**config.mk**
```make
export PLATFORM = sky130hd
export DESIGN_NAME = smpc_top
export DESIGN_NICKNAME = d
export VERILOG_FILES = /design/src/verilog/smpc_pkg.sv /design/src/verilog/smpc_sync.sv /design/src/verilog/smpc_depth_sel.sv /design/src/verilog/smpc_top.sv
export SDC_FILE = /design/constraint.sdc
export NUM_CORES = 1
export LEC_CHECK = 0
export BUFFER_PORTS_ARGS = -buffer_cell sky130_fd_sc_hd__buf_2
export CORE_ASPECT_RATIO = 1.25
export CORE_MARGIN = 1
export CORE_UTILIZATION = 35
export DETAILED_ROUTE_END_ITERATION = 6
export GPL_TIMING_DRIVEN = 0
export SETUP_SLACK_MARGIN = 0.5
export SYNTH_ARGS = -nofsm -noshare
export SYNTH_HDL_FRONTEND = slang
export SYNTH_SLANG_ARGS = --single-unit
```
**constraint.sdc**
```tcl
create_clock -name pclk -period 2.9 [get_ports pclk]
set_input_delay 0.29 -clock pclk [delete_from_list [all_inputs] [get_ports pclk]]
set_output_delay 0.29 -clock pclk [all_outputs]
set_load 0.05 [all_outputs]
```
**src/verilog/smpc_pkg.sv**
```systemverilog
// package for the stop mode power controller: offsets, fields, states
// assumes a 32-bit apb slave on pclk, registers one aligned word each
package smpc_pkg;

  // ---------------------------------------------------------------
  // register map
  // ---------------------------------------------------------------
  localparam logic [11:0] SMPC_SYSTEM_OPTIONS_OFS = 12'h000;
  localparam logic [11:0] SMPC_PM_STATUS_CTRL_OFS = 12'h004;
  localparam logic [11:0] SMPC_STOP_STATUS_OFS    = 12'h008;

  // system_options fields
  localparam int SMPC_WATCHDOG_ENABLE_BIT  = 7;
  localparam int SMPC_WATCHDOG_TIMEOUT_BIT = 6;
  localparam int SMPC_STOP_MODE_ENABLE_BIT = 5;
  localparam int SMPC_TIMER_ENABLE_BIT     = 1;
  localparam int SMPC_OSC_IN_STOP_BIT      = 0;

  // power_mgmt_status_control_2 fields
  localparam int SMPC_LVW_FLAG_BIT   = 7;
  localparam int SMPC_LVW_ACK_BIT    = 6;
  localparam int SMPC_LVD_SEL_BIT    = 5;
  localparam int SMPC_LVW_SEL_BIT    = 4;
  localparam int SMPC_PPD_FLAG_BIT   = 3;
  localparam int SMPC_PPD_ACK_BIT    = 2;
  localparam int SMPC_PDC_BIT        = 1;
  localparam int SMPC_PARTIAL_POWER_DOWN_CONTROL_BIT       = 0;

  // reset values
  localparam logic [7:0] SMPC_SYSTEM_OPTIONS_RST = 8'hc0;
  localparam logic [7:0] SMPC_PM_CTRL_RST        = 8'h00;

  // ---------------------------------------------------------------
  // stop depths and controller states
  // ---------------------------------------------------------------
  typedef enum logic [1:0] {
    SMPC_DEPTH_NONE,
    SMPC_DEPTH_RETENTION,
    SMPC_DEPTH_PARTIAL,
    SMPC_DEPTH_FULL
  } smpc_depth_t;

  typedef enum {
    SMPC_RUN,
    SMPC_STOP_RET,
    SMPC_STOP_PPD,
    SMPC_STOP_FPD
  } smpc_state_t;

  // wake sources travel together
  typedef struct packed {
    logic ext_pin;
    logic periodic_wakeup_timer;
    logic keypad_interrupt;
    logic low_voltage_warning;
  } smpc_wake_t;

  // stop refusal and wake answers back to the core
  typedef struct packed {
    logic isr_resume;
    logic vector_reset;
    logic illegal_opcode_reset;
  } smpc_resume_t;

endpackage

```
**src/verilog/smpc_sync.sv**
```systemverilog
// three-stage synchroniser for an asynchronous pin level
// assumes one clock pclk; output changes when stages two and three agree
`timescale 1ns/1ps
module smpc_sync
  import smpc_pkg::*;
(
  input  wire logic pclk,
  input  wire logic presetn,
  input  wire logic d,
  output logic      q
);

  // ---------------------------------------------------------------
  // shift chain
  // ---------------------------------------------------------------
  logic s1;
  logic s2;
  logic s3;

  // stage one is read only by stage two
  always_ff @(posedge pclk or negedge presetn) begin
    if (!presetn) begin
      s1 <= 1'b0;
      s2 <= 1'b0;
      s3 <= 1'b0;
    end else begin
      s1 <= d;
      s2 <= s1;
      s3 <= s2;
    end
  end

  // accept a change once two and three agree
  always_ff @(posedge pclk or negedge presetn) begin
    if (!presetn) begin
      q <= 1'b0;
    end else if (s2 == s3) begin
      q <= s3;
    end
  end

endmodule

```
**src/verilog/smpc_depth_sel.sv**
```systemverilog
// picks the stop depth from the control bits and the detect enable
// assumes pure combinational use on pclk logic
`timescale 1ns/1ps
module smpc_depth_sel
  import smpc_pkg::*;
(
  input  wire logic  power_down_control,
  input  wire logic  partial_power_down_control,
  input  wire logic  lv_detect_enable,
  output smpc_depth_t depth
);

  // ---------------------------------------------------------------
  // depth decode
  // ---------------------------------------------------------------
  always_comb begin
    if (!power_down_control) begin
      depth = SMPC_DEPTH_RETENTION;
    end else if (lv_detect_enable) begin
      depth = SMPC_DEPTH_NONE;
    end else if (partial_power_down_control) begin
      depth = SMPC_DEPTH_PARTIAL;
    end else begin
      depth = SMPC_DEPTH_FULL;
    end
  end

endmodule

```
**src/verilog/smpc_top.sv**
```systemverilog
// stop mode power controller: apb registers, stop sequencing, wake
// assumes the core pulses stop_exec once per stop instruction on pclk
// and that wake sources and the reset pin are asynchronous levels
`timescale 1ns/1ps
module smpc_top
  import smpc_pkg::*;
(
  input  wire logic        pclk,
  input  wire logic        presetn,
  input  wire logic        psel,
  input  wire logic        penable,
  input  wire logic        pwrite,
  input  wire logic [11:0] paddr,
  input  wire logic [31:0] pwdata,
  output logic      [31:0] prdata,
  output logic             pready,
  output logic             pslverr,
  input  wire logic        stop_exec,
  input  wire logic        power_on_reset,
  input  wire logic        reset_pin_n,
  input  wire logic        ext_pin_raw,
  input  wire logic        ext_pin_active_high,
  input  wire logic        ext_pin_enable,
  input  wire logic        timer_wake_raw,
  input  wire logic        keypad_wake_raw,
  input  wire logic        keypad_partial_ok,
  input  wire logic        lvw_event_raw,
  input  wire logic        lvw_int_enable,
  input  wire logic        lv_detect_enable,
  output logic             core_clock_gate,
  output logic             peripheral_gate,
  output logic             timer_run,
  output logic             timer_use_osc,
  output logic             osc_enable,
  output logic             register_retain,
  output logic             ram_retain,
  output logic             pin_latch,
  output smpc_resume_t     resume
);

  // ---------------------------------------------------------------
  // pin synchronisers
  // ---------------------------------------------------------------
  // each level passes three flops and counts once stages two and
  // three agree, so a one-cycle glitch can never wake the core
  localparam int NSYNC = 6;
  logic [NSYNC-1:0] raw_in;
  logic [NSYNC-1:0] syn_in;

  // the reset pin enters inverted: a cleared stage then reads as
  // released, so no false reset pin shows up right after presetn
  // bit order: 5 reset pin, 4 ext pin, 3 timer, 2 keypad, 1 warning, 0 por
  assign raw_in = {~reset_pin_n, ext_pin_raw, timer_wake_raw,
                   keypad_wake_raw, lvw_event_raw, power_on_reset};

  genvar gi;
  generate
    for (gi = 0; gi < NSYNC; gi++) begin : g_sync
      smpc_sync u_sync (
        .pclk    (pclk),
        .presetn (presetn),
        .d       (raw_in[gi]),
        .q       (syn_in[gi])
      );
    end
  endgenerate

  smpc_state_t state;
  logic       rst_pin_low;
  logic       ext_level;
  smpc_wake_t wake;
  logic       por_seen;

  assign rst_pin_low = syn_in[5];
  assign ext_level   = syn_in[4];
  assign wake.periodic_wakeup_timer = syn_in[3];
  assign wake.keypad_interrupt      = syn_in[2];
  assign wake.low_voltage_warning   = syn_in[1];
  assign por_seen    = syn_in[0];
  // polarity is forced active low in full power-down; in every
  // other state the configured polarity applies
  assign wake.ext_pin = ext_pin_enable &
    ((state == SMPC_STOP_FPD) ? ~ext_level
                              : (ext_level ~^ ext_pin_active_high));

  // ---------------------------------------------------------------
  // registers
  // ---------------------------------------------------------------
  logic [7:0]  system_options;
  logic        power_down_control;
  logic        partial_power_down_control;
  logic        lv_detect_level_select;
  logic        lv_warning_level_select;
  logic        partial_power_down_flag;
  logic        low_voltage_warning_flag;
  smpc_depth_t depth;
  smpc_depth_t last_depth;
  logic        lvw_prev;
  logic        wr_en;
  logic        rd_en;
  logic        stop_mode_enable;
  logic        ppd_ack_wr;
  logic        lvw_ack_wr;
  logic        lvw_rise;
  logic        ppd_wake;

  // a write lands at the access edge, the one where pready is high;
  // a read is registered at the setup edge so prdata stands with pready
  assign wr_en = psel & penable & pwrite & pready;
  assign rd_en = psel & ~penable & ~pwrite;
  assign stop_mode_enable = system_options[SMPC_STOP_MODE_ENABLE_BIT];
  assign ppd_ack_wr = wr_en & (paddr == SMPC_PM_STATUS_CTRL_OFS)
                      & pwdata[SMPC_PPD_ACK_BIT];
  assign lvw_ack_wr = wr_en & (paddr == SMPC_PM_STATUS_CTRL_OFS)
                      & pwdata[SMPC_LVW_ACK_BIT];
  assign lvw_rise = wake.low_voltage_warning & ~lvw_prev;

  // a wake from either power-down depth or a genuine por puts the
  // registers back to power-on values; a reset-pin wake from
  // retention keeps them, since retention never lost them
  logic regs_to_por;
  assign regs_to_por = (resume.vector_reset &&
                        last_depth != SMPC_DEPTH_RETENTION) || por_seen;

  // depth is none while low-voltage detect is on and power_down_control is set, so stop is refused
  smpc_depth_sel u_depth (
    .power_down_control         (power_down_control),
    .partial_power_down_control (partial_power_down_control),
    .lv_detect_enable           (lv_detect_enable),
    .depth                      (depth)
  );

  // apb answers in the access cycle, no wait states: the setup cycle
  // raises pready, which stands for the whole access cycle, so every
  // transfer takes two edges; pslverr marks an unmapped offset
  always_ff @(posedge pclk or negedge presetn) begin
    if (!presetn) begin
      pready  <= 1'b0;
      pslverr <= 1'b0;
    end else begin
      pready  <= psel & ~penable;
      pslverr <= psel & ~penable &
                 (paddr != SMPC_SYSTEM_OPTIONS_OFS) &
                 (paddr != SMPC_PM_STATUS_CTRL_OFS) &
                 (paddr != SMPC_STOP_STATUS_OFS);
    end
  end

  // control bits; internal registers return to power-on values
  // after waking from either power-down depth
  always_ff @(posedge pclk or negedge presetn) begin
    if (!presetn) begin
      system_options             <= SMPC_SYSTEM_OPTIONS_RST;
      power_down_control         <= 1'b0;
      partial_power_down_control <= 1'b0;
      lv_detect_level_select     <= 1'b0;
      lv_warning_level_select    <= 1'b0;
    end else if (regs_to_por) begin
      system_options             <= SMPC_SYSTEM_OPTIONS_RST;
      power_down_control         <= 1'b0;
      partial_power_down_control <= 1'b0;
      lv_detect_level_select     <= 1'b0;
      lv_warning_level_select    <= 1'b0;
    end else if (wr_en) begin
      if (paddr == SMPC_SYSTEM_OPTIONS_OFS) begin
        system_options <= pwdata[7:0];
      end else if (paddr == SMPC_PM_STATUS_CTRL_OFS) begin
        power_down_control         <= pwdata[SMPC_PDC_BIT];
        partial_power_down_control <= pwdata[SMPC_PARTIAL_POWER_DOWN_CONTROL_BIT];
        lv_detect_level_select     <= pwdata[SMPC_LVD_SEL_BIT];
        lv_warning_level_select    <= pwdata[SMPC_LVW_SEL_BIT];
      end
    end
  end

  // partial flag: set by partial wake only, cleared by ack or por;
  // software reads it after the reset vector to tell a partial wake
  // from a true power-on
  assign ppd_wake = (state == SMPC_STOP_PPD) &
                    (wake.ext_pin | wake.periodic_wakeup_timer |
                     (wake.keypad_interrupt & keypad_partial_ok));
  always_ff @(posedge pclk or negedge presetn) begin
    if (!presetn) begin
      partial_power_down_flag <= 1'b0;
    end else if (ppd_wake) begin
      partial_power_down_flag <= 1'b1;
    end else if (por_seen || ppd_ack_wr) begin
      partial_power_down_flag <= 1'b0;
    end
  end

  // warning flag: set on a rising warning, set wins over ack and
  // over the return to power-on values
  always_ff @(posedge pclk or negedge presetn) begin
    if (!presetn) begin
      lvw_prev                 <= 1'b0;
      low_voltage_warning_flag <= 1'b0;
    end else begin
      lvw_prev <= wake.low_voltage_warning;
      if (lvw_rise) begin
        low_voltage_warning_flag <= 1'b1;
      end else if (lvw_ack_wr) begin
        low_voltage_warning_flag <= 1'b0;
      end else if (regs_to_por) begin
        low_voltage_warning_flag <= 1'b0;
      end
    end
  end

  // read mux, registered at the setup edge; unmapped offsets read 0
  always_ff @(posedge pclk or negedge presetn) begin
    if (!presetn) begin
      prdata <= 32'h0000_0000;
    end else if (rd_en) begin
      if (paddr == SMPC_SYSTEM_OPTIONS_OFS) begin
        prdata <= {24'h00_0000, system_options};
      end else if (paddr == SMPC_PM_STATUS_CTRL_OFS) begin
        prdata <= {24'h00_0000, low_voltage_warning_flag, 1'b0,
                   lv_detect_level_select, lv_warning_level_select,
                   partial_power_down_flag, 1'b0,
                   power_down_control, partial_power_down_control};
      end else if (paddr == SMPC_STOP_STATUS_OFS) begin
        prdata <= {28'h000_0000, last_depth, pin_latch, 1'b0};
      end else begin
        prdata <= 32'h0000_0000;
      end
    end
  end

  // ---------------------------------------------------------------
  // stop sequencer
  // ---------------------------------------------------------------
  // wake sets per depth; full power-down listens to the pin alone
  logic ret_wake;
  logic fpd_wake;
  assign ret_wake = wake.ext_pin | wake.periodic_wakeup_timer |
                    wake.keypad_interrupt |
                    (wake.low_voltage_warning & lvw_int_enable);
  assign fpd_wake = wake.ext_pin;

  // in run a stop is either refused with an illegal opcode reset or
  // taken into the depth the control bits pick; each stop state waits
  // for its own wake set and answers with a one-cycle resume pulse,
  // the reset pin winning over any interrupt
  always_ff @(posedge pclk or negedge presetn) begin
    if (!presetn) begin
      state      <= SMPC_RUN;
      last_depth <= SMPC_DEPTH_NONE;
      resume     <= '0;
    end else begin
      resume <= '0;
      case (state)
        SMPC_RUN: begin
          if (stop_exec && !stop_mode_enable) begin
            resume.illegal_opcode_reset <= 1'b1;
          end else if (stop_exec && depth == SMPC_DEPTH_NONE) begin
            resume.illegal_opcode_reset <= 1'b1;
          end else if (stop_exec) begin
            last_depth <= depth;
            if (depth == SMPC_DEPTH_RETENTION) begin
              state <= SMPC_STOP_RET;
            end else if (depth == SMPC_DEPTH_PARTIAL) begin
              state <= SMPC_STOP_PPD;
            end else begin
              state <= SMPC_STOP_FPD;
            end
          end
        end
        SMPC_STOP_RET: begin
          if (rst_pin_low) begin
            resume.vector_reset <= 1'b1;
            state <= SMPC_RUN;
          end else if (ret_wake) begin
            resume.isr_resume <= 1'b1;
            state <= SMPC_RUN;
          end
        end
        SMPC_STOP_PPD: begin
          if (rst_pin_low || ppd_wake) begin
            resume.vector_reset <= 1'b1;
            state <= SMPC_RUN;
          end
        end
        default: begin
          if (rst_pin_low || fpd_wake) begin
            resume.vector_reset <= 1'b1;
            state <= SMPC_RUN;
          end
        end
      endcase
    end
  end

  // ---------------------------------------------------------------
  // power and retention outputs
  // ---------------------------------------------------------------
  // configuration bits that the power outputs depend on
  logic timer_en;
  logic osc_in_stop;
  assign timer_en    = system_options[SMPC_TIMER_ENABLE_BIT];
  assign osc_in_stop = system_options[SMPC_OSC_IN_STOP_BIT];

  // all outputs follow the state one edge late and together, so the
  // gates and the retain levels never disagree for a cycle
  always_ff @(posedge pclk or negedge presetn) begin
    if (!presetn) begin
      core_clock_gate <= 1'b0;
      peripheral_gate <= 1'b0;
      timer_run       <= 1'b0;
      timer_use_osc   <= 1'b0;
      osc_enable      <= 1'b1;
      register_retain <= 1'b1;
      ram_retain      <= 1'b1;
    end else begin
      core_clock_gate <= (state != SMPC_RUN);
      peripheral_gate <= (state != SMPC_RUN);
      timer_run <= (state == SMPC_RUN) ? timer_en :
                   (state == SMPC_STOP_FPD) ? 1'b0 : timer_en;
      // oscillator only survives retention stop when configured
      timer_use_osc <= (state == SMPC_STOP_RET) & osc_in_stop;
      osc_enable <= (state == SMPC_RUN) |
                    ((state == SMPC_STOP_RET) & osc_in_stop);
      register_retain <= (state == SMPC_RUN) |
                         (state == SMPC_STOP_RET);
      ram_retain <= (state != SMPC_STOP_FPD);
    end
  end

  // pins held from partial entry until acknowledged; the latch
  // survives the reset vector so software can first restore the
  // port registers from ram and only then release the pins
  always_ff @(posedge pclk or negedge presetn) begin
    if (!presetn) begin
      pin_latch <= 1'b0;
    end else if (state == SMPC_RUN && stop_exec && stop_mode_enable
                 && depth == SMPC_DEPTH_PARTIAL) begin
      pin_latch <= 1'b1;
    end else if (ppd_ack_wr && state == SMPC_RUN) begin
      pin_latch <= 1'b0;
    end
  end

endmodule

```
* After elaboration in Yosys (flattened, before gate mapping)
Cells that the tools add are included.
** Storage, ports and cells
- Logic and storage cells :: 187
- Output and inout port bits :: 45
- Bits in registers :: 117
** Operators by class
- Reduce and logical (&&, ||, !) cells :: 29
- Bitwise operators :: 31
- Equal/unequal tests :: 25
- Multiplexer cells :: 55
** Operator list (count)
- $mux 32 :: 8
- $pmux 32 s3 :: 1
- $eq 32x2->1 const B :: 2
- $eq 32x3->1 const B :: 2
- $logic_not 32->1 :: 2
- $mux 8 :: 5
- $mux 1 :: 37
- $eq 32x1->1 const B :: 1
- $ne 32x3->1 const B :: 1
- $reduce_bool 32->1 :: 1
- $and 1x1->1 :: 17
- $eq 12x3->1 const B :: 1
- $eq 12x4->1 const B :: 1
- $logic_not 12->1 :: 1
- $ne 12x3->1 const B :: 1
- $ne 12x4->1 const B :: 1
- $reduce_bool 12->1 :: 1
- $ne 2x2->1 const B :: 5
- $reduce_bool 2->1 :: 5
- $logic_and 1x1->1 :: 7
- $not 1->1 :: 7
- $eq 1x1->1 :: 6
- $or 1x1->1 :: 6
- $reduce_and 6->1 :: 1
- 16 further kinds :: 20

* Longest topological paths before layout
Gate-level depths: netlist (run 1).
- Depth in word-level cells :: 10
- Depth in mapped cells :: 6

* Hierarchy
From an unflattened synthesis (run 1), not the netlist that was laid out.
** Unflattened totals
- Cell total of the unflattened synthesis :: 222
- Area total of the unflattened synthesis :: 2670.1 um^2
** By module, submodules not included
- smpc_top :: times used 1, area an instance 1990.7 um^2, cells an instance 190
- smpc_sync :: times used 6, area an instance 111.4 um^2, cells an instance 5
- smpc_depth_sel :: times used 1, area an instance 11.3 um^2, cells an instance 2

* Worst setup path before layout (run 1)
Ideal clock, no wire load.
- Path kind :: reg-to-reg
- Start :: register pready
- End :: register pin_latch
- Data required time :: 2.772 ns
- Data arrival time :: 1.597 ns
- Path buffers :: 1
- Path slack :: 1.175 ns
- Cell stages (with the launch flop) :: 6
- Cell sequence :: dfrtp_1 nand2_1 or3_1 clkbuf_1 o41ai_1 nand2_1
** Between the ends
- Word-level cells in the longest chain between the ends :: 5
** RTL lines
- start: declaration :: line smpc_top.sv:16 : output logic pready,
- start signal: assignment :: line smpc_top.sv:141 : pready <= psel & ~penable;
- $and 1x1->1 :: line smpc_top.sv:109 : assign wr_en = psel & penable & pwrite & pready;
- $and 1x1->1 :: line smpc_top.sv:112 : assign ppd_ack_wr = wr_en & (paddr == SMPC_PM_STATUS_CTRL_OFS)
- $and 1x1->1 :: line smpc_top.sv:113 : & pwdata[SMPC_PPD_ACK_BIT];
- $logic_and 1x1->1 :: line smpc_top.sv:338 : end else if (ppd_ack_wr && state == SMPC_RUN) begin
- $reduce_bool 2->1 (no line)
- end signal: assignment :: line smpc_top.sv:334 : pin_latch <= 1'b0;
- end signal: assignment :: line smpc_top.sv:337 : pin_latch <= 1'b1;
- end signal: assignment :: line smpc_top.sv:339 : pin_latch <= 1'b0;
- end: declaration :: line smpc_top.sv:37 : output logic pin_latch,
Every way passes these cells.
A chain may end at the register's enable or synchronous reset.

* Worst setup path after layout (run 1)
- Start :: register pready
- End :: register low_voltage_warning_flag
** Between the ends
- Word-level cells in the longest chain between the ends :: 5
- Elaborated cells on any way between the ends :: 6
- Those cells by class :: mux: 2; bitwise: 3; reduce/logical: 1
** RTL lines
- $and 1x1->1 * :: line smpc_top.sv:109
- $and 1x1->1 * :: line smpc_top.sv:114 : assign lvw_ack_wr = wr_en & (paddr == SMPC_PM_STATUS_CTRL_OFS)
- $and 1x1->1 * :: line smpc_top.sv:115 : & pwdata[SMPC_LVW_ACK_BIT];
- $mux 1 :: line smpc_top.sv:202 : end else if (lvw_ack_wr) begin
- $mux 1 :: line smpc_top.sv:200 : if (lvw_rise) begin
- end signal: assignment :: line smpc_top.sv:201 : low_voltage_warning_flag <= 1'b1;
- end signal: assignment :: line smpc_top.sv:203 : low_voltage_warning_flag <= 1'b0;
- end signal: assignment :: line smpc_top.sv:205 : low_voltage_warning_flag <= 1'b0;
- end: declaration :: line smpc_top.sv:95 : logic low_voltage_warning_flag;
Every way passes the cells marked *; elsewhere a longest branch is shown, timed or not.

==> results.txt, run 1 <==
The placed wire-length estimate after detailed placement came out at 3800 um. The static leakage power came out at 0.00171 uW. Synthesis handed over a netlist of 218 instances. At the worst endpoint, the required time is 3.11 ns.

The critical path is of the flop to flop type. The clock network power share came out at 0.395. The congestion estimate from routability-driven global placement came to 0.739.

The complex-gate fraction of the synthesized area was 0.125. The count of final hold-check violations was 0. Setup repair after global routing left no endpoint under its margin.

From left edge to right edge, the die measures 79.9 um. The clock-pin slew on the worst setup and hold paths came out at 0.07 ns. The worst clock skew on the final layout came out at 0.0112 ns. The post-synthesis sequential element count is 63. The I/O pin total is 106. The critical path arrival came out at 1.74 ns.

The H-tree was split into 3 levels. The cell sitting at the root of the clock tree is a clkbuf_8. The worst setup path is launched from a flop. The first global-routing pass estimated 8470 um of wire. The synthesized design spends more area on one cell type than any other, namely dfrtp_1. The number of global-route vias before repair is 1727. The overflow left after global routing is 0. The die boundary height is 99.4 um. After clock tree synthesis, the repair step resized 0 gates. The aggregate global-route resource usage is 0.144.

The fraction of final layout cells with drive strength greater than 1 came out at 0.360. The flow ran to the end, and the final reports show no timing, DRC or antenna violations. The switching portion of total power is 0.250. Detailed routing inserted a total of 1845 vias. After synthesis, the cell types taking the most area are dfrtp_1 55%, buf_4 7.3%, dfstp_2 4.9%, a22o_1 2.3%, maj3_1 2.3%.

The combinational family with the most area after synthesis is simple AND/OR/NAND/NOR gates. The sequential share of power is 0.496. The setup total negative slack came out at 0 ns. Cell internal power was estimated by the tool at 1400 uW. The detailed-route vias per instance came out at 4.54. Among all stages on the critical path, the largest delay is contributed by dfrtp_1.

The minimum clock period came out at 1.52 ns. The part of the total power dissipated in combinational logic is 0.110. The largest net degree at the start of global routing came out at 41. The routed design has 5260 um of wire. Of all nets on the critical path, the largest fanout is 7. The final net count came out at 370. The CTS buffer count came out at 9. The initial utilization of the core area, before any placement, comes to 0.361. The worst path buffer plus inverter count is 1.

The clock latency reported for the late side of the worst-skew pair is 0.34 ns. The count of endpoints failing setup in the final report came out at 0. The DRC violations left is 0. TritonCTS built the clock tree.

The largest single stage delay on the critical path is 0.34 ns. The violation count after the first detailed-route iteration is 96. A synthesized cell averages 12.2 um^2. The top-area cell type share of the netlist area came out at 0.546. The worst slew slack as a fraction of its limit is 0.639. The number of different library cells used by synthesis comes to 46. The fraction of the mapped netlist area in simple logic gates is 0.134. The peak supply drop is 256 uV.

Broken down by cell family, the worst path's largest delay share belongs to compound AO/OA/AOI/OAI gates. The total of max-cap violations is 0. At the pin with the least slew margin, the transition time is 0.541 ns.

The post-route cell area came out at 0.00335 mm^2. In this run the deepest clock path goes through 2 buffers. The critical path goes through nand2_1 -> or3_1 -> clkbuf_1 -> o311ai_1 -> o21ai_0. The number of antenna violations at the first check in global routing was 0. Relative to the synthesized area, the layout overhead comes to 26.1%. The floorplan step defined a core boundary enclosing 0.00736 mm^2. The Yosys warning count came out at 0. The share of the Yosys chip area taken by registers is 0.596. The count of pins over their slew limit came to 0. The post-synthesis mux area share came out at 0.0127. The power per unit of standard cell area came out at 555 mW/mm^2.

Derived from the worst setup path, the maximum achievable clock frequency is 0.657 GHz. The total die area came out at 0.00794 mm^2. The worst setup path is captured at a flop. The parity-gate share of the synthesized area counting xor and xnor cells came out at 0.00659. The clock drives 63 sinks. The number of diodes added for antenna fixing came out at 0.

The net switching power came out at 464 uW. After synthesis the cells add up to 0.00266 mm^2. The detail route stage leaves a number of antenna-violating nets equal to 0. The path class of the tightest hold or removal check is primary input to flop.

After floorplanning, the core was divided into 35 placement rows. After detailed routing, the average wire length per cell comes to 12.9 um. Of the total synthesized cell area, the portion taken by full adders, half adders and majority gates is 0.0226. The count of buffers added on input and output ports is 55. The instance area at placement came out at 0.00315 mm^2. The first-pass iteration count of the detailed router is 4. The post-route fraction of the period consumed by the critical path came out at 0.525. The filler cell count in the final layout is 716.
[routing by layer]
metal  routed length [um]  vias up  track usage
met4                  112        0       0.0824
met3                  343        8       0.0413
met2                 2620       65        0.233
li1                     -      907            -
met5                    0        -            0
met1                 2180      865        0.171
[path summary, 6_finish.rpt]
check | startpoint | end | slack, ns | cells past startpoint
worst max register to register | pready$_DFF_PN0_ | low_voltage_warning_flag$_DFFE_PN0P_ | 1.38 | 5
min in group asynchronous | presetn | peripheral_gate$_DFF_PN0_ | 0.47 | 2
max in group asynchronous | presetn | system_options[6]$_DFFE_PN1P_ | 1.76 | 3
worst min register to register | g_sync[2].u_sync.s1$_DFF_PN0_ | g_sync[2].u_sync.s2$_DFF_PN0_ | 0.35 | 0
worst min-delay path | ext_pin_raw | g_sync[4].u_sync.s1$_DFF_PN0_ | 0.05 | 1
worst max-delay path | pready$_DFF_PN0_ | low_voltage_warning_flag$_DFFE_PN0P_ | 1.38 | 5
[cell type report]
| cell class | count | area (um^2) | share of cell area |
|---|---|---|---|
| sequential | 63 | 1580 | 0.473 |
| clock buffer | 15 | 156 | 0.0467 |
| tap | 92 | 115 | 0.0344 |
| buffer | 32 | 236 | 0.0706 |
| timing repair buffer | 57 | 305 | 0.0911 |
| inverter | 9 | 33.8 | 0.0101 |
| multi-input combinational | 137 | 890 | 0.266 |
| clock inverter | 1 | 30.0 | 0.00897 |
[cell usage after synthesis, drive strengths merged]
cell type  instances
a221o              5
a22o               7
o41ai              2
nand2             13
buf               31
conb               1
and3               8
nor3               3
nand4bb            1
dfstp              5
nand2b             3
o21ai              9
and4b              1
nor2               6
or2                1
nor2b              2
and2b              1
dfrtp             58
a211oi             1
a21boi             3
clkbuf             1
maj3               6
or3b               1
or3                1
inv                9
a31oi              1
a22oi              2
a21oi             10
mux2               3
a21o               1
nand4              6
a211o              1
nand3              2
nor4               2
and2               5
o311ai             1
o22a               1
a32oi              1
xnor2              2
a32o               1
[power groups by stage]
stage	Sequential [uW]	Clock [uW]	Combinational (uW)
after floorplan	942	0	134
after global placement	937	0	199
after detailed placement	938	0	204
after CTS	922	752	205
after global routing	926	797	219
final	922	734	204
[stage by stage]
step	util	power (uW)	hold WS [ns]	setup WS, ns	instances
floorplan	-	1080	-0.00559	1.18	241
global placement	0.426	1140	0.332	1.26	388
detailed placement	0.429	1140	0.308	1.24	389
CTS	0.455	1880	0.0355	1.38	406
global route	0.455	1940	0.0343	1.31	406
finish	0.455	1860	0.0507	1.38	406
[flip-flops by register name, indices dropped and copies added, names as in the netlist, 2 cells and up]
register and cells:
g_sync.u_sync.q 6, g_sync.u_sync.s1 6, g_sync.u_sync.s2 6, g_sync.u_sync.s3 6, last_depth 2, prdata 8, resume 3, state 2
system_options 8
[cells in the final DEF, fill, tap and decap left out, types with 6 or more instances in the layout]
master	n
conb_1	24
nand4_1	6
nand2_1	13
dfrtp_1	58
clkbuf_1	6
buf_4	26
a22o_1	7
a21oi_1	9
clkbuf_8	10
o21ai_0	9
and3_1	7
inv_1	9
buf_2	58
maj3_1	6
[cells by family (layout without fill, tap and decap cells)]
family          Yosys count  count (layout)
flops                    63              63
simple gates             56              56
mux                       3               3
xor+xnor                  2               2
fa+ha+maj                 6               6
compound gates           46              46
other cells               1              24
buf+inv                  41             114
[repair_timing]
item,CTS,global route
hold endpoints to repair,20,0
hold buffers,1,0
setup buffers,0,0
No activity file was read; power rests on OpenSTA's default activity.
==> run 2: changes to the inputs <==
==> constraint.sdc (replaced) <==
create_clock -name pclk -period 1.55 [get_ports pclk]
set_input_delay 0.155 -clock pclk [delete_from_list [all_inputs] [get_ports pclk]]
set_output_delay 0.155 -clock pclk [all_outputs]
set_load 0.05 [all_outputs]
==> run 2 against run 1 <==
Net effect: the run now ends with hold timing left; highest routed layer unchanged; combinational power grew 130%; final cell count grew 7.9%; non-clock buffer count grew 32; hold slack lost 0.17 ns; utilization grew 8.9 points; clock-buffer cell count shrank 3; global-route usage grew 1.1 points; critical endpoint is now system_options[5]$_DFFE_PN0P_; clock skew is essentially flat; die area is the same; largest cell class unchanged; fmax grew 8.8%.
==> results.txt, run 2 (synthesized netlist as in run 1, its figures left out) <==
Status: finished with violations (was complete, no violations). The final reports fail on hold timing. The beginning of the critical path is pready$_DFF_PN0_ (unchanged). The TritonCTS clock tree is yes (unchanged). The peak supply drop is 496 uV (was 256 uV). The routability-driven placement congestion ratio is 0.758 (was 0.739). The post-route fraction of the period consumed by the critical path was 0.903 (was 0.525). The total clock sinks came out at 63 (unchanged).

The required time at the worst-slack endpoint is 1.82 ns (was 3.11 ns). The H-tree depth is 3 (unchanged). The post-route worst setup slack was 0.150 ns (was 1.38 ns). The core box area is 0.00736 mm^2 (unchanged). The total of max-cap violations came out at 0 (unchanged). The instance count after placement with tap cells included came out at 389 (unchanged). The total routed wirelength is 5880 um (was 5260 um). The violation count after the first detailed-route iteration is 142 (was 96). The wire length of the first global-routing pass is 9150 um (was 8470 um).

The clock-pin slew on the worst setup and hold paths is 0.07 ns (about the same). The clock root buffer is clkbuf_8 (unchanged). The first-pass iteration count of the detailed router was 4 (unchanged). The sort of element at the start of the critical path is a flop (unchanged).

The number of cells traversed by the worst register-to-register path was 6 (was 5). The minimum clock period came out at 1.40 ns (was 1.52 ns). The number of global-route vias before repair was 1893 (was 1727).

The signed area change from the synthesized netlist to the final layout came out at 50.8% (was 26.1%). The final net count came out at 402 (was 370). The worst slack after detailed placement is 0.0999 ns (was 1.24 ns). The worst setup path endpoint is system_options[5]$_DFFE_PN0P_ (was low_voltage_warning_flag$_DFFE_PN0P_). The category of the most critical setup path is flop to flop (unchanged).

The startpoint of the worst register-to-register path is pready$_DFF_PN0_ (unchanged). The overflow left after global routing came out at 0 (unchanged). The class of the tightest hold or removal check was primary input to async pin (was primary input to flop).

The worst clock skew on the final layout came out at 0.0108 ns (was 0.0112 ns). Highest-count cells in the layout ignoring fill and taps: 54 x dfrtp_1, 45 x buf_4, 32 x buf_6 (was 58 x buf_2, 58 x dfrtp_1, 26 x buf_4). The clock latency reported for the late side of the worst-skew pair was 0.34 ns (about the same). The instance area at placement is 0.00318 mm^2 (was 0.00315 mm^2).

The placed wire-length estimate after detailed placement came out at 3830 um (was 3800 um). The fraction of final layout cells with drive strength greater than 1 came out at 0.506 (was 0.360). The die boundary height is 99.4 um (unchanged). Biggest registers after layout: prdata (8), system_options (8) (unchanged). The number of nets with antenna violations after detailed routing is 0 (unchanged). The count of final hold-check violations is 27 (was 0).

The worst hold slack was -0.124 ns (was 0.0507 ns). The peak clock frequency supported by timing came out at 0.714 GHz (was 0.657 GHz). The largest net degree at the start of global routing came out at 33 (was 41). The number of diodes added for antenna fixing came out at 0 (unchanged). The final non-filler cell total came out at 438 (was 406). The starting utilization of the core area is 0.361 (unchanged).

The aggregate global-route resource usage came to 0.156 (was 0.144). The power per unit of standard cell area was 866 mW/mm^2 (was 555 mW/mm^2). The critical path arrival is 1.67 ns (was 1.74 ns). The number of vias in the routed layout was 1996 (was 1845). The count of endpoints failing setup in the final report is 0 (unchanged). The I/O pin total is 106 (unchanged). The post-route cell area came to 0.00401 mm^2 (was 0.00335 mm^2).

Leaving out fill and tap cells, the most frequent cell in the layout is dfrtp_1. The reg-to-reg setup timing slack is 0.15 ns (was 1.38 ns). The number of hold buffers added after cts came out at 7 (was 1). The endpoint of the worst-slack reg-to-reg timing path is system_options[5]$_DFFE_PN0P_ (was low_voltage_warning_flag$_DFFE_PN0P_). The count of pins over their slew limit came to 0 (unchanged). The DRC violations left came to 0 (unchanged). RSZ-0062 raised after global routing: true (was false). The worst slew slack as a fraction of its limit came out at 0.503 (was 0.639). The largest fanout of any net on the critical path came to 8 (was 7). The slew at the pin with the worst max-slew slack is 0.746 ns (was 0.541 ns).

The overall die width came out at 79.9 um (unchanged). The average wire per cell in the routed design came to 13.4 um (was 12.9 um). The CTS buffer count is 9 (unchanged). The total die area is 0.00794 mm^2 (unchanged). The number of buffers added on ports came out at 55 (unchanged).

The capturing element type of the critical path is a flop (unchanged). The number of placement rows is 35 (unchanged). The maximum count of clock buffers along a single path came to 2 (unchanged). The detailed-route vias per instance was 4.56 (was 4.54). The setup total negative slack was 0 ns (unchanged).

The number of antenna violations at the first check in global routing was 0 (unchanged). The static leakage power is 0.00196 uW (was 0.00171 uW).
run 2: how the worst min path moves through the flow:
stage / startpoint / endpoint / slack, ns / cells after the start
after floorplan: presetn / g_sync[0].u_sync.q$_DFFE_PN0N_ / -0.14 / 0
after global placement: ext_pin_raw / g_sync[4].u_sync.s1$_DFF_PN0_ / 0.26 / 1
after detailed placement: presetn / prdata[6]$_DFFE_PN0P_ / 0.26 / 1
after CTS: presetn / prdata[6]$_DFFE_PN0P_ / -0.11 / 1
after global routing: presetn / prdata[6]$_DFFE_PN0P_ / -0.09 / 1
final: presetn / prdata[6]$_DFFE_PN0P_ / -0.12 / 1
run 2: final cells by class:
type,count,area [um^2]
multi-input cells,137,1070
well taps,92,115
fillers,606,3350
flip-flops and latches,63,1590
clock buffers,12,145
inverters,9,36.3
clock inverters,4,32.5
plain buffers,32,270
repair buffers,89,748
run 2: critical path, stage by stage (launching register included):
cell and delay (ns):
dfrtp_2 0.37, nand2_2 0.06, buf_4 0.14, nor3_4 0.28
and3_4 0.23, buf_6 0.13, a22o_1 0.12
run 2: per-stage QoR:
step / util / hold WS [ns] / total power, uW
6_report: 0.544 / -0.124 / 3470
5_1_grt: 0.544 / -0.0948 / 3620
4_1_cts: 0.520 / -0.108 / 3460
3_5_place_dp: 0.432 / 0.260 / 2140
3_3_place_gp: 0.429 / 0.265 / 2130
2_1_floorplan: - / -0.141 / 2020
run 2: timing repair:
item | 4_1_cts | 5_1_grt
setup endpoints to repair | 45 | 50
hold endpoints to repair | 34 | 27
pin swaps | 18 | 18
gates resized for setup | 77 | 24
setup buffers | 15 | 11
run 2: power breakdown:
group | total (uW) | internal (uW) | switching [uW]
logic | 463 | 180 | 283
clock network | 1280 | 630 | 645
registers | 1730 | 1700 | 36.3
total | 3470 | 2510 | 964
run 2: metal layers:
layer | vias to the layer above | routed length (um) | GRT usage
met5 | - | 0 | 0
li1 | 976 | - | -
met4 | 0 | 206 | 0.0907
met1 | 932 | 2340 | 0.178
met3 | 17 | 275 | 0.0486
met2 | 71 | 3060 | 0.255
==> run 3: changes to the inputs <==
--- a/config.mk
+++ b/config.mk
@@ -8,9 +8,11 @@
 export BUFFER_PORTS_ARGS = -buffer_cell sky130_fd_sc_hd__buf_2
 export CORE_ASPECT_RATIO = 1.25
 export CORE_MARGIN = 1
-export CORE_UTILIZATION = 35
+export CORE_UTILIZATION = 45
 export DETAILED_ROUTE_END_ITERATION = 6
 export GPL_TIMING_DRIVEN = 0
+export PLACE_DENSITY = 0.75
+export RECOVER_POWER = 25
 export SETUP_SLACK_MARGIN = 0.5
 export SYNTH_ARGS = -nofsm -noshare
 export SYNTH_HDL_FRONTEND = slang
==> constraint.sdc (replaced) <==
create_clock -name pclk -period 1.33 [get_ports pclk]
set_input_delay 0.133 -clock pclk [delete_from_list [all_inputs] [get_ports pclk]]
set_output_delay 0.133 -clock pclk [all_outputs]
set_load 0.05 [all_outputs]
==> run 3 against run 2 <==
Net effect: the flow finishes with violations (DRC, setup timing); via count increased by 7.8%; final cell count decreased by 4.6%; clock power increased by 6%; clock-buffer cell count unchanged; critical path type unchanged.
==> results.txt, run 3 (synthesized netlist as in run 1, its figures left out) <==
The class of the tightest hold or removal check was primary input to flop (was primary input to async pin). Status: finished with violations (unchanged). The DRC violations left came out at 6 (was 0). The worst path buffer plus inverter count is 1 (was 2). The H-tree depth is 3 (unchanged).

The setup total negative slack came out at -1.47 ns (was 0 ns). The count of pins over their slew limit is 0 (unchanged). The most frequent standard cell in the layout excluding fill and tap cells is dfrtp_1 (unchanged).

The category of the most critical setup path is flop to flop (unchanged). The aggregate global-route resource usage is 0.196 (was 0.156). The count of endpoints failing setup in the final report is 14 (was 0).

The worst slew slack as a fraction of its limit is 0.0861 (was 0.503). The average wire per cell in the routed design is 15.5 um (was 13.4 um). Biggest registers after layout: prdata (8), system_options (8) (unchanged). The I/O pin total is 106 (unchanged).

RSZ-0062 raised after global routing: true (unchanged). The critical path arrival came out at 1.70 ns (was 1.67 ns). The family with the most delay on the worst path was simple AND/OR/NAND/NOR gates (unchanged). The routability-driven placement congestion ratio was 0.832 (was 0.758). The filler cell count in the final layout is 357 (was 606).

The TritonCTS clock tree is yes (unchanged). The number of vias in the routed layout was 2151 (was 1996). The wire length of the first global-routing pass came out at 9090 um (was 9150 um). The overflow left after global routing came out at 0 (unchanged). The required time at the worst-slack endpoint came out at 1.55 ns (was 1.82 ns). The power per unit of standard cell area was 957 mW/mm^2 (was 866 mW/mm^2).

The worst hold slack came to 0.0162 ns (was -0.124 ns). The delay of the slowest cell on the worst path is 0.38 ns (was 0.37 ns). The peak clock frequency supported by timing is 0.673 GHz (was 0.714 GHz).

The peak supply drop came out at 645 uV (was 496 uV). Highest-count cells in the layout ignoring fill and taps: 51 x dfrtp_1, 41 x buf_4, 40 x buf_6 (was 54 x dfrtp_1, 45 x buf_4, 32 x buf_6). The critical-path cell with the highest stage delay is dfrtp_2 (unchanged). The post-route worst setup slack was -0.157 ns (was 0.150 ns). The total of max-cap violations came out at 0 (unchanged). The overall power consumption is 3950 uW (was 3470 uW). The number of placement rows is 30 (was 35).

Violations in the final reports: DRC, setup timing (was hold timing). The signed area change from the synthesized netlist to the final layout came out at 55.4% (was 50.8%). The slew at the pin with the worst max-slew slack is 1.37 ns (was 0.746 ns).

The maximum count of clock buffers along a single path came out at 2 (unchanged). The worst slack after detailed placement came to -0.159 ns (was 0.0999 ns). The fraction of final layout cells with drive strength greater than 1 is 0.556 (was 0.506). The first-pass iteration count of the detailed router is 6 (was 4). The total routed wirelength is 6480 um (was 5880 um).

The placed wire-length estimate after detailed placement is 3590 um (was 3830 um). The number of antenna violations at the first check in global routing came out at 0 (unchanged). The total clock sinks came to 63 (unchanged). The worst clock skew on the final layout came out at 0.0135 ns (was 0.0108 ns). The post-route fraction of the period consumed by the critical path was 1.12 (was 0.903). The clock latency reported for the late side of the worst-skew pair is 0.35 ns (was 0.34 ns). The total die area came out at 0.00622 mm^2 (was 0.00794 mm^2). The overall die width is 70.7 um (was 79.9 um). The core box area came out at 0.00556 mm^2 (was 0.00736 mm^2). The number of hold buffers added after cts came to 8 (was 7). The clock root buffer is clkbuf_8 (unchanged). The number of global-route vias before repair is 1972 (was 1893). The detailed-route vias per instance is 5.15 (was 4.56). The CTS buffer count came out at 9 (unchanged). The largest net degree at the start of global routing came out at 64 (was 33). The capturing element type of the critical path is a flop (unchanged). The number of nets with antenna violations after detailed routing was 0 (unchanged).

The sort of element at the start of the critical path is a flop (unchanged). The static leakage power is 0.00204 uW (was 0.00196 uW). Critical Path, Cell by Cell: nand2_2 -> or3_4 -> buf_8 -> o41ai_2 -> nand2_1 (was nand2_2 -> buf_4 -> nor3_4 -> and3_4 -> buf_6 -> a22o_1). The violation count after the first detailed-route iteration is 130 (was 142). The number of diodes added for antenna fixing is 0 (unchanged). The largest fanout of any net on the critical path came out at 7 (was 8). The final net count came out at 410 (was 402). The minimum clock period came out at 1.49 ns (was 1.40 ns).

The number of buffers added on ports came to 55 (unchanged). The die boundary height came out at 87.9 um (was 99.4 um). The starting utilization of the core area is 0.478 (was 0.361). The count of final hold-check violations is 0 (was 27). The clock-pin slew on the worst setup and hold paths was 0.08 ns (was 0.07 ns).
-- run 3: final cells by class --
cell class | count | area [um^2] | area share
multi-input combinational | 137 | 1120 | 0.271
timing repair buffer | 97 | 868 | 0.210
clock buffer | 12 | 135 | 0.0327
clock inverter | 4 | 22.5 | 0.00546
sequential | 63 | 1590 | 0.386
tap | 64 | 80.1 | 0.0194
buffer | 32 | 270 | 0.0655
inverter | 9 | 41.3 | 0.0100
-- run 3: final timing paths --
check                                                    from                              to  slack, ns  cells after the start
worst max-delay path                         pready$_DFF_PN0_           pin_latch$_DFFE_PN0P_      -0.16                      5
worst min-delay path                                pwdata[3]   system_options[3]$_DFFE_PN0P_       0.02                      2
worst max register to register               pready$_DFF_PN0_           pin_latch$_DFFE_PN0P_      -0.16                      5
worst min register to register  g_sync[4].u_sync.s1$_DFF_PN0_   g_sync[4].u_sync.s2$_DFF_PN0_       0.35                      0
max in group asynchronous                             presetn  g_sync[5].u_sync.q$_DFFE_PN0N_       0.29                      1
min in group asynchronous                             presetn           prdata[5]$_DFFE_PN0P_       0.10                      1
-- run 3: power by group --
| part | internal (uW) | switching, uW | total [uW] | leakage (uW) |
|---|---|---|---|---|
| clock | 667 | 694 | 1360 | 0.0000801 |
| combinational | 226 | 335 | 561 | 0.00118 |
| sequential | 1980 | 47.9 | 2030 | 0.000789 |
| total | 2870 | 1080 | 3950 | 0.00204 |
-- run 3: metal layers --
layer,share of wire,vias to the layer above,GRT usage
met5,0,-,0
met4,0.033,0,0.0964
met3,0.061,22,0.0552
met2,0.53,97,0.338
met1,0.38,1042,0.226
li1,-,990,-
-- run 3: what timing repair did --
item                                    in CTS  in global routing
endpoints found under the setup margin     114                 63
hold endpoints to repair                    66                 58
cloned                                       1                  0
buffers inserted                            26                  7
pin swaps                                   24                 27
gates resized for setup                     82                 42
-- run 3: worst reg2reg max path: cells and delay by family, from the launching register on --
family	cells	cell delay, ns
AO/OA/AOI/OAI	1	0.30
flip-flops	1	0.38
buffers and inverters	1	0.15
AND/OR/NAND/NOR	3	0.52
-- run 3: through the flow --
step | instance area (um^2) | instances | util
CTS | 3900 | 411 | 0.703
detailed placement | 3160 | 360 | 0.568
global placement | 3160 | 360 | 0.568
global route | 4130 | 418 | 0.743
finish | 4130 | 418 | 0.743
floorplan | 2800 | 241 | -
